<file path="src/adcop_pkg.sv">
// shared constants of the converter output pipeline control
package adcop_pkg;

    // ========================================
    // register map (byte addresses)
    localparam logic [7:0]  ADDR_CTRL      = 8'h00;
    localparam logic [7:0]  ADDR_STATUS    = 8'h04;
    localparam logic [7:0]  ADDR_IRQ_STAT  = 8'h08;
    localparam logic [7:0]  ADDR_IRQ_MASK  = 8'h0C;
    localparam logic [7:0]  ADDR_READBACK  = 8'h10;

    // ========================================
    // control fields
    localparam int          CTRL_READOUT   = 0;
    localparam int          CTRL_LOWLAT    = 1;
    localparam int          CTRL_GAIN      = 2;
    localparam int          CTRL_OFFS      = 3;
    localparam int          CTRL_PDI_LONG  = 4;
    localparam int          CTRL_W         = 5;
    localparam logic [4:0]  CTRL_RESET     = 5'h02;

    // status fields
    localparam int          ST_VALID       = 0;
    localparam int          ST_TWOS        = 1;
    localparam int          ST_LVDS        = 2;
    localparam int          ST_RB_BUSY     = 3;
    localparam int          ST_LAT_LSB     = 8;

    // interrupt fields
    localparam int          IRQ_OVR        = 0;
    localparam int          IRQ_WAKE       = 1;
    localparam int          IRQ_W          = 2;

    // strap fields
    localparam int          STRAP_TWOS     = 0;
    localparam int          STRAP_LVDS     = 1;

    // ========================================
    // pipeline latencies in sample clocks
    localparam logic [4:0]  LAT_LOW        = 5'd10;
    localparam logic [4:0]  LAT_GAIN       = 5'd16;
    localparam logic [4:0]  LAT_GAIN_OFS   = 5'd17;
    localparam logic [4:0]  LAT_PDI_EXTRA  = 5'd1;

    // readback word
    localparam int          RB_W           = 16;
    localparam logic [4:0]  RB_BITS        = 5'd16;

    // ========================================
    // wake-up times
    localparam int          CLK_MHZ        = 100;
    localparam int          STBY_WAKE_US   = 5;
    localparam int          STBY_WAKE_MAX_US = 25;
    localparam int          PDN_WAKE_US    = 100;
    localparam int          PDN_WAKE_MAX_US  = 500;
    localparam int          WAKE_CNT_W     = 20;
    localparam logic [19:0] STBY_WAKE_CYC  = 20'(STBY_WAKE_US * CLK_MHZ);
    localparam int          PDN_WAKE_CYC   = PDN_WAKE_US * CLK_MHZ;

    typedef enum logic [1:0] {
        WAKE_RUN  = 2'b00,
        WAKE_STBY = 2'b01,
        WAKE_PDN  = 2'b10,
        WAKE_WAIT = 2'b11
    } adcop_wake_t;

endpackage

</file>
<file path="src/adcop_sync.sv">
// two-flop synchroniser for pin inputs
`timescale 1ns/1ps
module adcop_sync #(
    parameter int W = 1
) (
    // clock and reset
    input  wire logic         clk_i,
    input  wire logic         rst_i,
    input  wire logic         ce_i,
    // data
    input  wire logic [W-1:0] d_i,
    output logic      [W-1:0] q_o
);
    logic [W-1:0] meta_q;

    always_ff @(posedge clk_i) begin
        if (rst_i) begin
            meta_q <= '0;
            q_o    <= '0;
        end else if (ce_i) begin
            meta_q <= d_i;
            q_o    <= meta_q;
        end
    end
endmodule

</file>
<file path="src/adcop_dly_mem.sv">
// delay-line memory with registered read data
`timescale 1ns/1ps
module adcop_dly_mem #(
    parameter int W  = 15,
    parameter int AW = 5
) (
    // clock
    input  wire logic          clk_i,
    input  wire logic          ce_i,
    // write side
    input  wire logic          we_i,
    input  wire logic [AW-1:0] waddr_i,
    input  wire logic [W-1:0]  wdata_i,
    // read side
    input  wire logic [AW-1:0] raddr_i,
    output logic      [W-1:0]  rdata_o
);
    logic [W-1:0] mem_q [2**AW];

    always_ff @(posedge clk_i) begin
        if (ce_i && we_i) begin
            mem_q[waddr_i] <= wdata_i;
        end
    end

    always_ff @(posedge clk_i) begin
        if (ce_i) begin
            rdata_o <= mem_q[raddr_i];
        end
    end
endmodule

</file>
<file path="src/adcop_ctrl.sv">
// converter output pipeline control: latency line, pin mux, wake-up, registers
// Contract
// - the strap picks the number format and whether the outputs run as LVDS or CMOS.
// - after reset and with readback disabled the shared pin shows the out-of-range flag.
// - with readback enabled the shared pin shifts out register contents serially.
// - low-latency mode is on after reset and delays each sample by 10 sample clocks.
// - low latency off with gain on and offset correction off gives 16 sample clocks.
// - low latency off with gain and offset correction on gives 17 sample clocks.
// - when the clock propagation delay exceeds one sample period the latency grows by one.
// - output data is valid at most 25 us after leaving standby.
// - output data is valid at most 500 us after leaving global power-down.
// - in CMOS mode each sample leaves as a 12- or 14-bit word with an output clock.
// - in LVDS mode data and clock keep the same relation with low latency on or off.
// - while the hardware reset pin is high the control and interrupt mask registers stay at defaults.
// - with hardware reset high the serial data pin is a standby control, else serial data.
`timescale 1ns/1ps
module adcop_ctrl
    import adcop_pkg::*;
#(
    parameter int RES          = 14,
    parameter int AW           = 5,
    parameter int PDN_WAKE_CNT = PDN_WAKE_CYC
) (
    // clock, reset, enable
    input  wire logic           clk_i,
    input  wire logic           rst_i,
    input  wire logic           ce_i,
    // wishbone slave
    input  wire logic           wb_cyc_i,
    input  wire logic           wb_stb_i,
    input  wire logic           wb_we_i,
    input  wire logic [7:0]     wb_adr_i,
    input  wire logic [3:0]     wb_sel_i,
    input  wire logic [31:0]    wb_dat_i,
    output logic      [31:0]    wb_dat_o,
    output logic                wb_ack_o,
    // converter core and pins
    input  wire logic           sample_clk_i,
    input  wire logic [RES-1:0] sample_word_i,
    input  wire logic           sample_ovr_i,
    input  wire logic [1:0]     format_interface_select_i,
    input  wire logic           hw_reset_i,
    input  wire logic           serial_data_in_i,
    input  wire logic           serial_enable_in_i,
    input  wire logic           global_power_down_i,
    // output pins
    output logic      [RES-1:0] sample_bits_o,
    output logic                output_sample_clock_o,
    output logic                range_flag_readout_pin_o,
    output logic                lvds_mode_o,
    output logic                twos_comp_o,
    output logic                data_valid_o,
    output logic                irq_o
);
    // ========================================
    // elaboration checks
    if (RES != 12 && RES != 14) begin : g_bad_res
        $error("resolution must be 12 or 14");
    end
    if ((2 ** AW) < 32'(LAT_GAIN_OFS + LAT_PDI_EXTRA + 5'd2)) begin : g_bad_aw
        $error("delay memory too shallow");
    end
    if (PDN_WAKE_CNT < 1 || PDN_WAKE_CNT > PDN_WAKE_MAX_US * CLK_MHZ) begin : g_bad_pdn
        $error("power-down wake count out of range");
    end

    // ========================================
    // pin synchronisation
    localparam int SW = RES + 8;
    logic [SW-1:0] pins_s;
    adcop_sync #(.W(SW)) u_sync (
        .clk_i (clk_i),
        .rst_i (rst_i),
        .ce_i  (ce_i),
        .d_i   ({serial_enable_in_i, global_power_down_i, serial_data_in_i, hw_reset_i,
                 format_interface_select_i, sample_ovr_i, sample_word_i, sample_clk_i}),
        .q_o   (pins_s)
    );
    wire           sclk_s  = pins_s[0];
    wire [RES-1:0] word_s  = pins_s[RES:1];
    wire           ovr_s   = pins_s[RES+1];
    wire [1:0]     strap_s = pins_s[RES+3:RES+2];
    wire           hwrst_s = pins_s[RES+4];
    wire           serial_data_in_s = pins_s[RES+5];
    wire           pdn_s   = pins_s[RES+6];

    // ========================================
    // sample clock edges
    logic sclk_q;
    logic oclk_q;
    logic [1:0] fmt_cap_q;
    logic [1:0] strap_q;
    wire  rise = sclk_s & ~sclk_q;
    wire  fall = ~sclk_s & sclk_q;

    always_ff @(posedge clk_i) begin
        if (rst_i) begin
            sclk_q    <= 1'b0;
            oclk_q    <= 1'b0;
            fmt_cap_q <= 2'b00;
            strap_q   <= 2'b00;
        end else if (ce_i) begin
            sclk_q <= sclk_s;
            oclk_q <= sclk_q;
            if (fmt_cap_q != 2'b11) begin
                fmt_cap_q <= fmt_cap_q + 2'b01;
                strap_q   <= (fmt_cap_q == 2'b10) ? strap_s : strap_q;
            end
        end
    end

    // ========================================
    // control registers and latency
    logic [CTRL_W-1:0] ctrl_q;
    logic [IRQ_W-1:0]  irq_stat_q;
    logic [IRQ_W-1:0]  irq_mask_q;
    logic [RB_W-1:0]   rb_sr_q;
    logic [4:0]        rb_cnt_q;
    wire  lowlat  = ctrl_q[CTRL_LOWLAT];
    wire  readout = ctrl_q[CTRL_READOUT];
    wire [4:0] lat_core = lowlat ? LAT_LOW : (ctrl_q[CTRL_OFFS] ? LAT_GAIN_OFS : LAT_GAIN);
    wire [4:0] lat      = lat_core + (ctrl_q[CTRL_PDI_LONG] ? LAT_PDI_EXTRA : 5'd0);

    // ========================================
    // wishbone decode
    wire        req     = wb_cyc_i & wb_stb_i & ~wb_ack_o;
    wire        wr      = req & wb_we_i;
    wire [31:0] wmask   = {{8{wb_sel_i[3]}}, {8{wb_sel_i[2]}}, {8{wb_sel_i[1]}}, {8{wb_sel_i[0]}}};
    wire [31:0] wbits   = wb_dat_i & wmask;
    wire        wr_ctrl = wr && (wb_adr_i == ADDR_CTRL);
    wire        wr_stat = wr && (wb_adr_i == ADDR_IRQ_STAT);
    wire        wr_mask = wr && (wb_adr_i == ADDR_IRQ_MASK);
    wire        wr_rb   = wr && (wb_adr_i == ADDR_READBACK) && (rb_cnt_q == 5'd0);
    wire [CTRL_W-1:0] ctrl_d = (ctrl_q & ~wmask[CTRL_W-1:0]) | wbits[CTRL_W-1:0];
    wire [IRQ_W-1:0]  mask_d = (irq_mask_q & ~wmask[IRQ_W-1:0]) | wbits[IRQ_W-1:0];
    adcop_wake_t wake_q;
    wire [31:0] status_w = {19'h0_0000, lat, 4'h0, (rb_cnt_q != 5'd0), strap_q[STRAP_LVDS],
                            strap_q[STRAP_TWOS], (wake_q == WAKE_RUN)};
    wire [31:0] rd_mux  = (wb_adr_i == ADDR_CTRL)     ? 32'(ctrl_q)     :
                          (wb_adr_i == ADDR_STATUS)   ? status_w        :
                          (wb_adr_i == ADDR_IRQ_STAT) ? 32'(irq_stat_q) :
                          (wb_adr_i == ADDR_IRQ_MASK) ? 32'(irq_mask_q) :
                          (wb_adr_i == ADDR_READBACK) ? 32'(rb_sr_q)    : 32'h0000_0000;

    always_ff @(posedge clk_i) begin
        if (rst_i) begin
            wb_ack_o <= 1'b0;
            wb_dat_o <= 32'h0000_0000;
        end else if (ce_i) begin
            wb_ack_o <= req;
            wb_dat_o <= req ? rd_mux : 32'h0000_0000;
        end
    end

    always_ff @(posedge clk_i) begin
        if (rst_i || hwrst_s) begin
            ctrl_q     <= CTRL_RESET;
            irq_mask_q <= '0;
        end else if (ce_i) begin
            if (wr_ctrl) begin
                ctrl_q <= ctrl_d;
            end
            if (wr_mask) begin
                irq_mask_q <= mask_d;
            end
        end
    end

    // ========================================
    // delay line
    logic [AW-1:0]  ptr_q;
    logic [RES:0]   cap_q;
    logic           cap_v_q;
    logic [RES:0]   dly_w;
    wire  [AW-1:0]  raddr = ptr_q - AW'(lat) + AW'(1);

    always_ff @(posedge clk_i) begin
        if (rst_i) begin
            ptr_q   <= '0;
            cap_q   <= '0;
            cap_v_q <= 1'b0;
        end else if (ce_i) begin
            if (rise) begin
                ptr_q <= ptr_q + AW'(1);
            end
            cap_v_q <= fall;
            if (fall) begin
                cap_q <= {ovr_s, word_s};
            end
        end
    end

    adcop_dly_mem #(.W(RES + 1), .AW(AW)) u_mem (
        .clk_i   (clk_i),
        .ce_i    (ce_i),
        .we_i    (cap_v_q),
        .waddr_i (ptr_q),
        .wdata_i (cap_q),
        .raddr_i (raddr),
        .rdata_o (dly_w)
    );

    // ========================================
    // output stage
    logic ovr_out_q;
    logic rb_bit_q;
    wire [RES-1:0] fmt_word = strap_q[STRAP_TWOS] ? {~dly_w[RES-1], dly_w[RES-2:0]} : dly_w[RES-1:0];
    wire ovr_evt = rise & dly_w[RES] & (wake_q == WAKE_RUN);

    always_ff @(posedge clk_i) begin
        if (rst_i) begin
            sample_bits_o            <= '0;
            ovr_out_q                <= 1'b0;
            rb_bit_q                 <= 1'b0;
            output_sample_clock_o    <= 1'b0;
            range_flag_readout_pin_o <= 1'b0;
            lvds_mode_o              <= 1'b0;
            twos_comp_o              <= 1'b0;
            data_valid_o             <= 1'b0;
        end else if (ce_i) begin
            if (rise) begin
                sample_bits_o <= fmt_word;
                ovr_out_q     <= dly_w[RES];
                rb_bit_q      <= rb_sr_q[RB_W-1];
            end
            output_sample_clock_o    <= oclk_q;
            range_flag_readout_pin_o <= readout ? rb_bit_q : ovr_out_q;
            lvds_mode_o              <= strap_q[STRAP_LVDS];
            twos_comp_o              <= strap_q[STRAP_TWOS];
            data_valid_o             <= (wake_q == WAKE_RUN);
        end
    end

    // ========================================
    // serial readback shifter
    always_ff @(posedge clk_i) begin
        if (rst_i) begin
            rb_sr_q  <= '0;
            rb_cnt_q <= 5'd0;
        end else if (ce_i) begin
            if (wr_rb) begin
                rb_sr_q  <= wbits[RB_W-1:0];
                rb_cnt_q <= RB_BITS;
            end else if (rise && readout && rb_cnt_q != 5'd0) begin
                rb_sr_q  <= {rb_sr_q[RB_W-2:0], 1'b0};
                rb_cnt_q <= rb_cnt_q - 5'd1;
            end
        end
    end

    // ========================================
    // standby and power-down wake-up
    logic [WAKE_CNT_W-1:0] wcnt_q;
    wire standby = hwrst_s & serial_data_in_s;
    wire wake_evt = (wake_q == WAKE_WAIT) && !pdn_s && !standby && (wcnt_q == WAKE_CNT_W'(1));

    always_ff @(posedge clk_i) begin
        if (rst_i) begin
            wake_q <= WAKE_RUN;
            wcnt_q <= '0;
        end else if (ce_i) begin
            unique case (wake_q)
                WAKE_RUN: begin
                    if (pdn_s) begin
                        wake_q <= WAKE_PDN;
                    end else if (standby) begin
                        wake_q <= WAKE_STBY;
                    end
                end
                WAKE_STBY: begin
                    if (pdn_s) begin
                        wake_q <= WAKE_PDN;
                    end else if (!standby) begin
                        wake_q <= WAKE_WAIT;
                        wcnt_q <= STBY_WAKE_CYC;
                    end
                end
                WAKE_PDN: begin
                    if (!pdn_s) begin
                        wake_q <= WAKE_WAIT;
                        wcnt_q <= WAKE_CNT_W'(PDN_WAKE_CNT);
                    end
                end
                WAKE_WAIT: begin
                    if (pdn_s) begin
                        wake_q <= WAKE_PDN;
                    end else if (standby) begin
                        wake_q <= WAKE_STBY;
                    end else if (wake_evt) begin
                        wake_q <= WAKE_RUN;
                    end else begin
                        wcnt_q <= wcnt_q - WAKE_CNT_W'(1);
                    end
                end
            endcase
        end
    end

    // ========================================
    // interrupts
    wire [IRQ_W-1:0] evt = {wake_evt, ovr_evt};
    wire [IRQ_W-1:0] clr = wr_stat ? wbits[IRQ_W-1:0] : '0;

    always_ff @(posedge clk_i) begin
        if (rst_i) begin
            irq_stat_q <= '0;
            irq_o      <= 1'b0;
        end else if (ce_i) begin
            irq_stat_q <= (irq_stat_q & ~clr) | evt;
            irq_o      <= |(irq_stat_q & irq_mask_q);
        end
    end

    // ========================================
    // checks
    chk_strap_lvds: assert property (@(posedge clk_i) disable iff (rst_i)
        $past(ce_i) && $past(fmt_cap_q == 2'b11) |-> lvds_mode_o == $past(strap_q[STRAP_LVDS]))
        else $error("lvds mode output does not follow strap");
    chk_flag_pin_ovr: assert property (@(posedge clk_i) disable iff (rst_i)
        $past(ce_i) && !$past(readout) |-> range_flag_readout_pin_o == $past(ovr_out_q))
        else $error("shared pin does not carry range flag");
    chk_flag_pin_rb: assert property (@(posedge clk_i) disable iff (rst_i)
        $past(ce_i) && $past(readout) |-> range_flag_readout_pin_o == $past(rb_bit_q))
        else $error("shared pin does not carry readback bit");
    chk_lowlat_default: assert property (@(posedge clk_i)
        rst_i |=> lowlat && lat_core == 5'd10)
        else $error("low latency not default after reset");
    chk_lat_gain: assert property (@(posedge clk_i) disable iff (rst_i)
        !lowlat && !ctrl_q[CTRL_OFFS] |-> lat_core == 5'd16)
        else $error("gain latency wrong");
    chk_lat_gain_ofs: assert property (@(posedge clk_i) disable iff (rst_i)
        !lowlat && ctrl_q[CTRL_OFFS] |-> lat_core == 5'd17)
        else $error("gain and offset latency wrong");
    chk_pdi_extra: assert property (@(posedge clk_i) disable iff (rst_i)
        lat == lat_core + (ctrl_q[CTRL_PDI_LONG] ? 5'd1 : 5'd0))
        else $error("propagation delay cycle not added");
    chk_stby_wake: assert property (@(posedge clk_i) disable iff (rst_i)
        ce_i && wake_q == WAKE_STBY && !pdn_s && !standby |=> wcnt_q == 20'd500 && wake_q == WAKE_WAIT)
        else $error("standby wake count wrong");
    chk_pdn_wake: assert property (@(posedge clk_i) disable iff (rst_i)
        ce_i && wake_q == WAKE_PDN && !pdn_s |=> wake_q == WAKE_WAIT && wcnt_q <= 20'd50000)
        else $error("power-down wake count too long");
    chk_hwrst_default: assert property (@(posedge clk_i) disable iff (rst_i)
        hwrst_s |=> ctrl_q == CTRL_RESET)
        else $error("registers not held at default");
endmodule

</file>
<file path="config.mk">
export PLATFORM = sky130hd
export DESIGN_NAME = adcop_ctrl
export DESIGN_NICKNAME = d
export VERILOG_FILES = /design/src/adcop_pkg.sv /design/src/adcop_sync.sv /design/src/adcop_dly_mem.sv /design/src/adcop_ctrl.sv
export SDC_FILE = /design/constraint.sdc
export NUM_CORES = 1
export LEC_CHECK = 0
export BUFFER_PORTS_ARGS = -buffer_cell sky130_fd_sc_hd__buf_2
export CAP_MARGIN = 40
export CELL_PAD_IN_SITES_DETAIL_PLACEMENT = 1
export CELL_PAD_IN_SITES_GLOBAL_PLACEMENT = 1
export CORE_ASPECT_RATIO = 0.8
export CORE_MARGIN = 1
export CORE_UTILIZATION = 52
export DETAILED_ROUTE_END_ITERATION = 8
export MAX_ROUTING_LAYER = met4
export PLACE_DENSITY = 0.88
export RECOVER_POWER = 50
export SYNTH_ARGS = -nofsm -noshare
export SYNTH_HDL_FRONTEND = slang
export SYNTH_SLANG_ARGS = --single-unit
</file>
<file path="constraint.sdc">
create_clock -name clk_i -period 4.45 [get_ports clk_i]
set_clock_uncertainty 0.1 [all_clocks]
set_input_delay 0.89 -clock clk_i [delete_from_list [all_inputs] [get_ports clk_i]]
set_output_delay 0.89 -clock clk_i [all_outputs]
set_load 0.03 [all_outputs]
</file>
==> flow_summary.rst <==
.. list-table::
   :header-rows: 1

   * - Metric
     - Value
   * - Type of the worst setup path
     - input pin to register
   * - Synth top cells by count
     - sky130_fd_sc_hd__edfxtp_1, sky130_fd_sc_hd__nor2_1, sky130_fd_sc_hd__dfxtp_1
   * - Clk root buf
     - sky130_fd_sc_hd__clkbuf_16
   * - Die Y-Extent
     - 204 um
   * - Count of state elements after synthesis
     - 655
   * - Combinational share of power
     - 0.033
   * - Violations in the final reports
     - max-capacitance violations, max-slew violations
   * - Register area share after synthesis
     - 0.684
   * - Number of warnings issued by yosys
     - 0
   * - Sequential group share of total power
     - 0.532
   * - Number of routed nets with antenna violations
     - 0
   * - CTS tree
     - yes
   * - R2r setup slk
     - between 0.5 and 0.6 ns
   * - Final hold slack
     - around 0.36 ns
   * - Quantity of gates resized following cts
     - 0
   * - Insertion delay of the later-clocked pin in the worst-skew pair
     - about 0.65 ns
   * - Global-route wire length before repair
     - between 100 and 150 mm
   * - Total power divided by cell area
     - a little over 400 nW/um^2
   * - Worst rel slew slack
     - -1.06
   * - Portion of total power attributed to the clock network
     - 0.435
   * - Final instance count without filler cells
     - 2605
   * - Max frequency
     - around 250 MHz
   * - Net switching power
     - around 2.7 mW
   * - Critical path capture point type
     - register
   * - Share of post-route cells with drive strength above 1
     - 0.200
   * - Slew at the pin with the worst max-slew slack
     - 3.09 ns
   * - H-tree Lvls
     - 2
   * - Max Root-Sink Buffers
     - 3
   * - Depth of the worst register-to-register path
     - 13
   * - Area of the placeable core
     - between 40000 and 50000 sq um
   * - Pin count of the biggest net entering global routing
     - 62
   * - Most area-hungry cell type in the Yosys netlist
     - sky130_fd_sc_hd__edfxtp_1
   * - Estimated wirelength of the detail-placed design
     - 46.7 mm
   * - Total number of placement rows
     - 73
   * - Total placed cells including tap cells
     - 2485
   * - Share of the clock period used by the worst path
     - 0.911
   * - Element type at the critical path start
     - input pin
   * - Number of standard cells after synthesis
     - roughly 1700
   * - Cell area after technology mapping
     - roughly 26000 sq um
   * - Final hold violation count
     - 0
   * - Final cell area excluding filler cells
     - around 30000 sq um
   * - Peak supply drop
     - 361 uV
   * - Number of antenna violations at the first check in global routing
     - 5
   * - Final weighted congestion of routability-driven global placement
     - ~0.86
   * - Routed vias
     - 16397
   * - Total Negative Setup Slacks
     - 0 ns
   * - Class of the worst hold path
     - register to register
   * - Final core utilization
     - 0.599
   * - Power after layout
     - between 10 and 15 mW
   * - Synth Area per Inst
     - between 15 and 20 sq um
   * - Number of max-slew violations in the final report
     - ~160
   * - Total global-route track usage
     - 0.310
   * - Die footprint
     - about 52000 sq um
   * - Post-placement setup slack
     - around 0.67 ns
   * - Max-capacitance violation count
     - 4
   * - Count of hold-fix buffers inserted at cts
     - 0
   * - Min cycle time layout
     - 4.05 ns
   * - DRC marker count from the first detailed-route iteration
     - 1799
   * - Number of I/O port buffers
     - around 90
   * - Area contributors post-synth
     - sky130_fd_sc_hd__edfxtp_1, sky130_fd_sc_hd__dfxtp_1, sky130_fd_sc_hd__mux4_2
   * - Setup repair after global routing missed its margin
     - no
   * - DRC violation count after routing
     - 0
   * - Clk slew on worst S/H paths
     - approximately 0.060 ns
   * - Cts bufs inserted
     - between 60 and 70
   * - Endpoint of the worst-slack reg-to-reg timing path
     - u_mem.rdata_o[3]
   * - Worst setup path startpoint
     - rst_i
   * - Proportion of total power due to net switching
     - 0.217
   * - Hold path startpoint
     - sample_bits_o[0]
   * - Signed area change from the synthesized netlist to the final layout
     - 13.1%
   * - First-pass iteration count of the detailed router
     - 5
   * - Post-synthesis cell type count
     - 73
   * - Status
     - finished with violations
   * - Final setup fails
     - 0
   * - Area of placed instances
     - 28000 sq um
   * - Effective utilization at floorplan
     - 0.529
   * - Total wire length after detailed routing
     - approximately 77 mm
   * - Most frequently used flop master after synthesis
     - sky130_fd_sc_hd__edfxtp_1
   * - I/O pin total
     - ~130
   * - Internal power
     - 9.66 mW
   * - Post-DR wirelength/cell
     - 29.5 um
   * - Cell with the most instances after synthesis
     - sky130_fd_sc_hd__edfxtp_1
   * - Die width
     - 254 um
   * - Req. time, crit path
     - 4.86 ns
   * - # Post-CTS Setup Buffers
     - 0
   * - Leakage dissipation
     - 11.5 nW
   * - Number of sinks driven by the clock tree
     - 655
   * - Endpoint arrival time on the critical path
     - 4.46 ns
   * - EDFF count, synth
     - slightly below 500
   * - Final Net Count
     - approximately 2000
   * - Vias per Instance
     - about 6.3
   * - Final worst-path setup slack
     - ~0.40 ns
   * - Vias in the first global route
     - between 15000 and 20000
   * - Congestion Overflow GR
     - 0
   * - Filler cells
     - roughly 4600
   * - Post-synthesis async set-or-reset flop share
     - 0
   * - Crit Path Max Fanout
     - 61
   * - Area fraction of the dominant cell type after synthesis
     - 0.563
==> cell usage in the layout (no fill, tap or decap), types with 5 or more instances in the layout <==
| cell | n |
|---|---|
| sky130_fd_sc_hd__and3_1 | 6 |
| sky130_fd_sc_hd__edfxtp_1 | 495 |
| sky130_fd_sc_hd__nor3_1 | 30 |
| sky130_fd_sc_hd__xor2_1 | 5 |
| sky130_fd_sc_hd__nand3b_1 | 8 |
| sky130_fd_sc_hd__clkbuf_16 | 62 |
| sky130_fd_sc_hd__a22o_1 | 5 |
| sky130_fd_sc_hd__nor4_1 | 6 |
| sky130_fd_sc_hd__o41ai_1 | 5 |
| sky130_fd_sc_hd__clkbuf_1 | 48 |
| sky130_fd_sc_hd__clkbuf_8 | 11 |
| sky130_fd_sc_hd__nand2_1 | 118 |
| sky130_fd_sc_hd__mux4_2 | 120 |
| sky130_fd_sc_hd__clkinv_2 | 9 |
| sky130_fd_sc_hd__ha_1 | 16 |
| sky130_fd_sc_hd__a22oi_1 | 11 |
| sky130_fd_sc_hd__nand2b_1 | 5 |
| sky130_fd_sc_hd__inv_1 | 21 |
| sky130_fd_sc_hd__nand3_1 | 26 |
| sky130_fd_sc_hd__buf_2 | 87 |
| sky130_fd_sc_hd__dfxtp_1 | 160 |
| sky130_fd_sc_hd__buf_4 | 49 |
| sky130_fd_sc_hd__a311oi_1 | 16 |
| sky130_fd_sc_hd__and2_1 | 8 |
| sky130_fd_sc_hd__conb_1 | 16 |
| sky130_fd_sc_hd__nand4_1 | 22 |
| sky130_fd_sc_hd__o21ai_0 | 14 |
| sky130_fd_sc_hd__xnor2_1 | 8 |
| sky130_fd_sc_hd__a211oi_1 | 5 |
| sky130_fd_sc_hd__mux2i_1 | 114 |
| sky130_fd_sc_hd__buf_12 | 6 |
| sky130_fd_sc_hd__a21oi_1 | 66 |
| sky130_fd_sc_hd__nor2_1 | 243 |
| sky130_fd_sc_hd__and4_1 | 15 |
==> critical path: stages <==
cell and delay [ns]:
sky130_fd_sc_hd__clkbuf_1 2.15, sky130_fd_sc_hd__clkbuf_2 0.94, sky130_fd_sc_hd__or2_2 0.35, sky130_fd_sc_hd__nor2_1 0.08
==> metal layers <==
metal,global-route usage,vias up,share of wire
met3,0.0516,190,0.076
met1,0.373,8491,0.37
met4,0.119,0,0.038
li1,-,6871,-
met5,-,-,0
met2,0.526,845,0.51
==> area by class of cell <==
type	count	area [sq um]	area share
Sequential cell	655	18100	0.605
Timing Repair Buffer	172	1060	0.0356
Multi-Input combinational cell	963	7780	0.261
Clock buffer	95	1790	0.0598
Tap cell	675	845	0.0283
Antenna cell	3	7.51	0.000251
Clock inverter	21	230	0.00771
Inverter	21	78.8	0.00264
==> power by group through the flow <==
stage               registers (mW)  logic (mW)  clock network, mW
CTS                           6.56       0.402               5.41
floorplan                     6.68       0.268                  0
detailed placement            6.69       0.391                  0
global placement              6.68       0.363                  0
finish                        6.56       0.405               5.37
global route                  6.56       0.430               5.59
==> state kept, by name, summed over array words and instances, names as in the netlist, 2 cells and up, named ones only <==
register       cells
cap_q             15
fmt_cap_q          2
irq_stat_q         2
ptr_q              5
rb_cnt_q           5
rb_sr_q           16
sample_bits_o     14
strap_q            2
u_mem.mem_q      480
u_mem.rdata_o     15
u_sync.meta_q     21
u_sync.q_o        21
wake_q             2
wb_dat_o          16
wcnt_q            20
==> cells by family (layout without fill, tap and decap cells) <==
| group | count (synthesis) | in the layout | share of synthesized area |
|---|---|---|---|
| muxes | 234 | 234 | 0.146 |
| and+or+nand+nor | 522 | 522 | 0.0914 |
| adders and majority gates | 19 | 19 | 0.00929 |
| buffers and inverters | 139 | 309 | 0.0242 |
| DFF | 655 | 655 | 0.684 |
| other | 1 | 19 | 0.000142 |
| xor gates and xnor gates | 14 | 14 | 0.00465 |
| AOI/OAI and AO/OA | 158 | 158 | 0.0403 |
==> how the worst min path moves through the flow <==
stage                            end  slack (ns)  cells after the start
CTS                 sample_bits_o[0]        0.36                      2
global placement    sample_bits_o[0]        0.34                      2
finish              sample_bits_o[0]        0.36                      2
detailed placement  sample_bits_o[0]        0.35                      2
floorplan                   cap_q[0]        0.33                      2
global route        sample_bits_o[7]        0.39                      2
(Power assumes the default switching activity.)
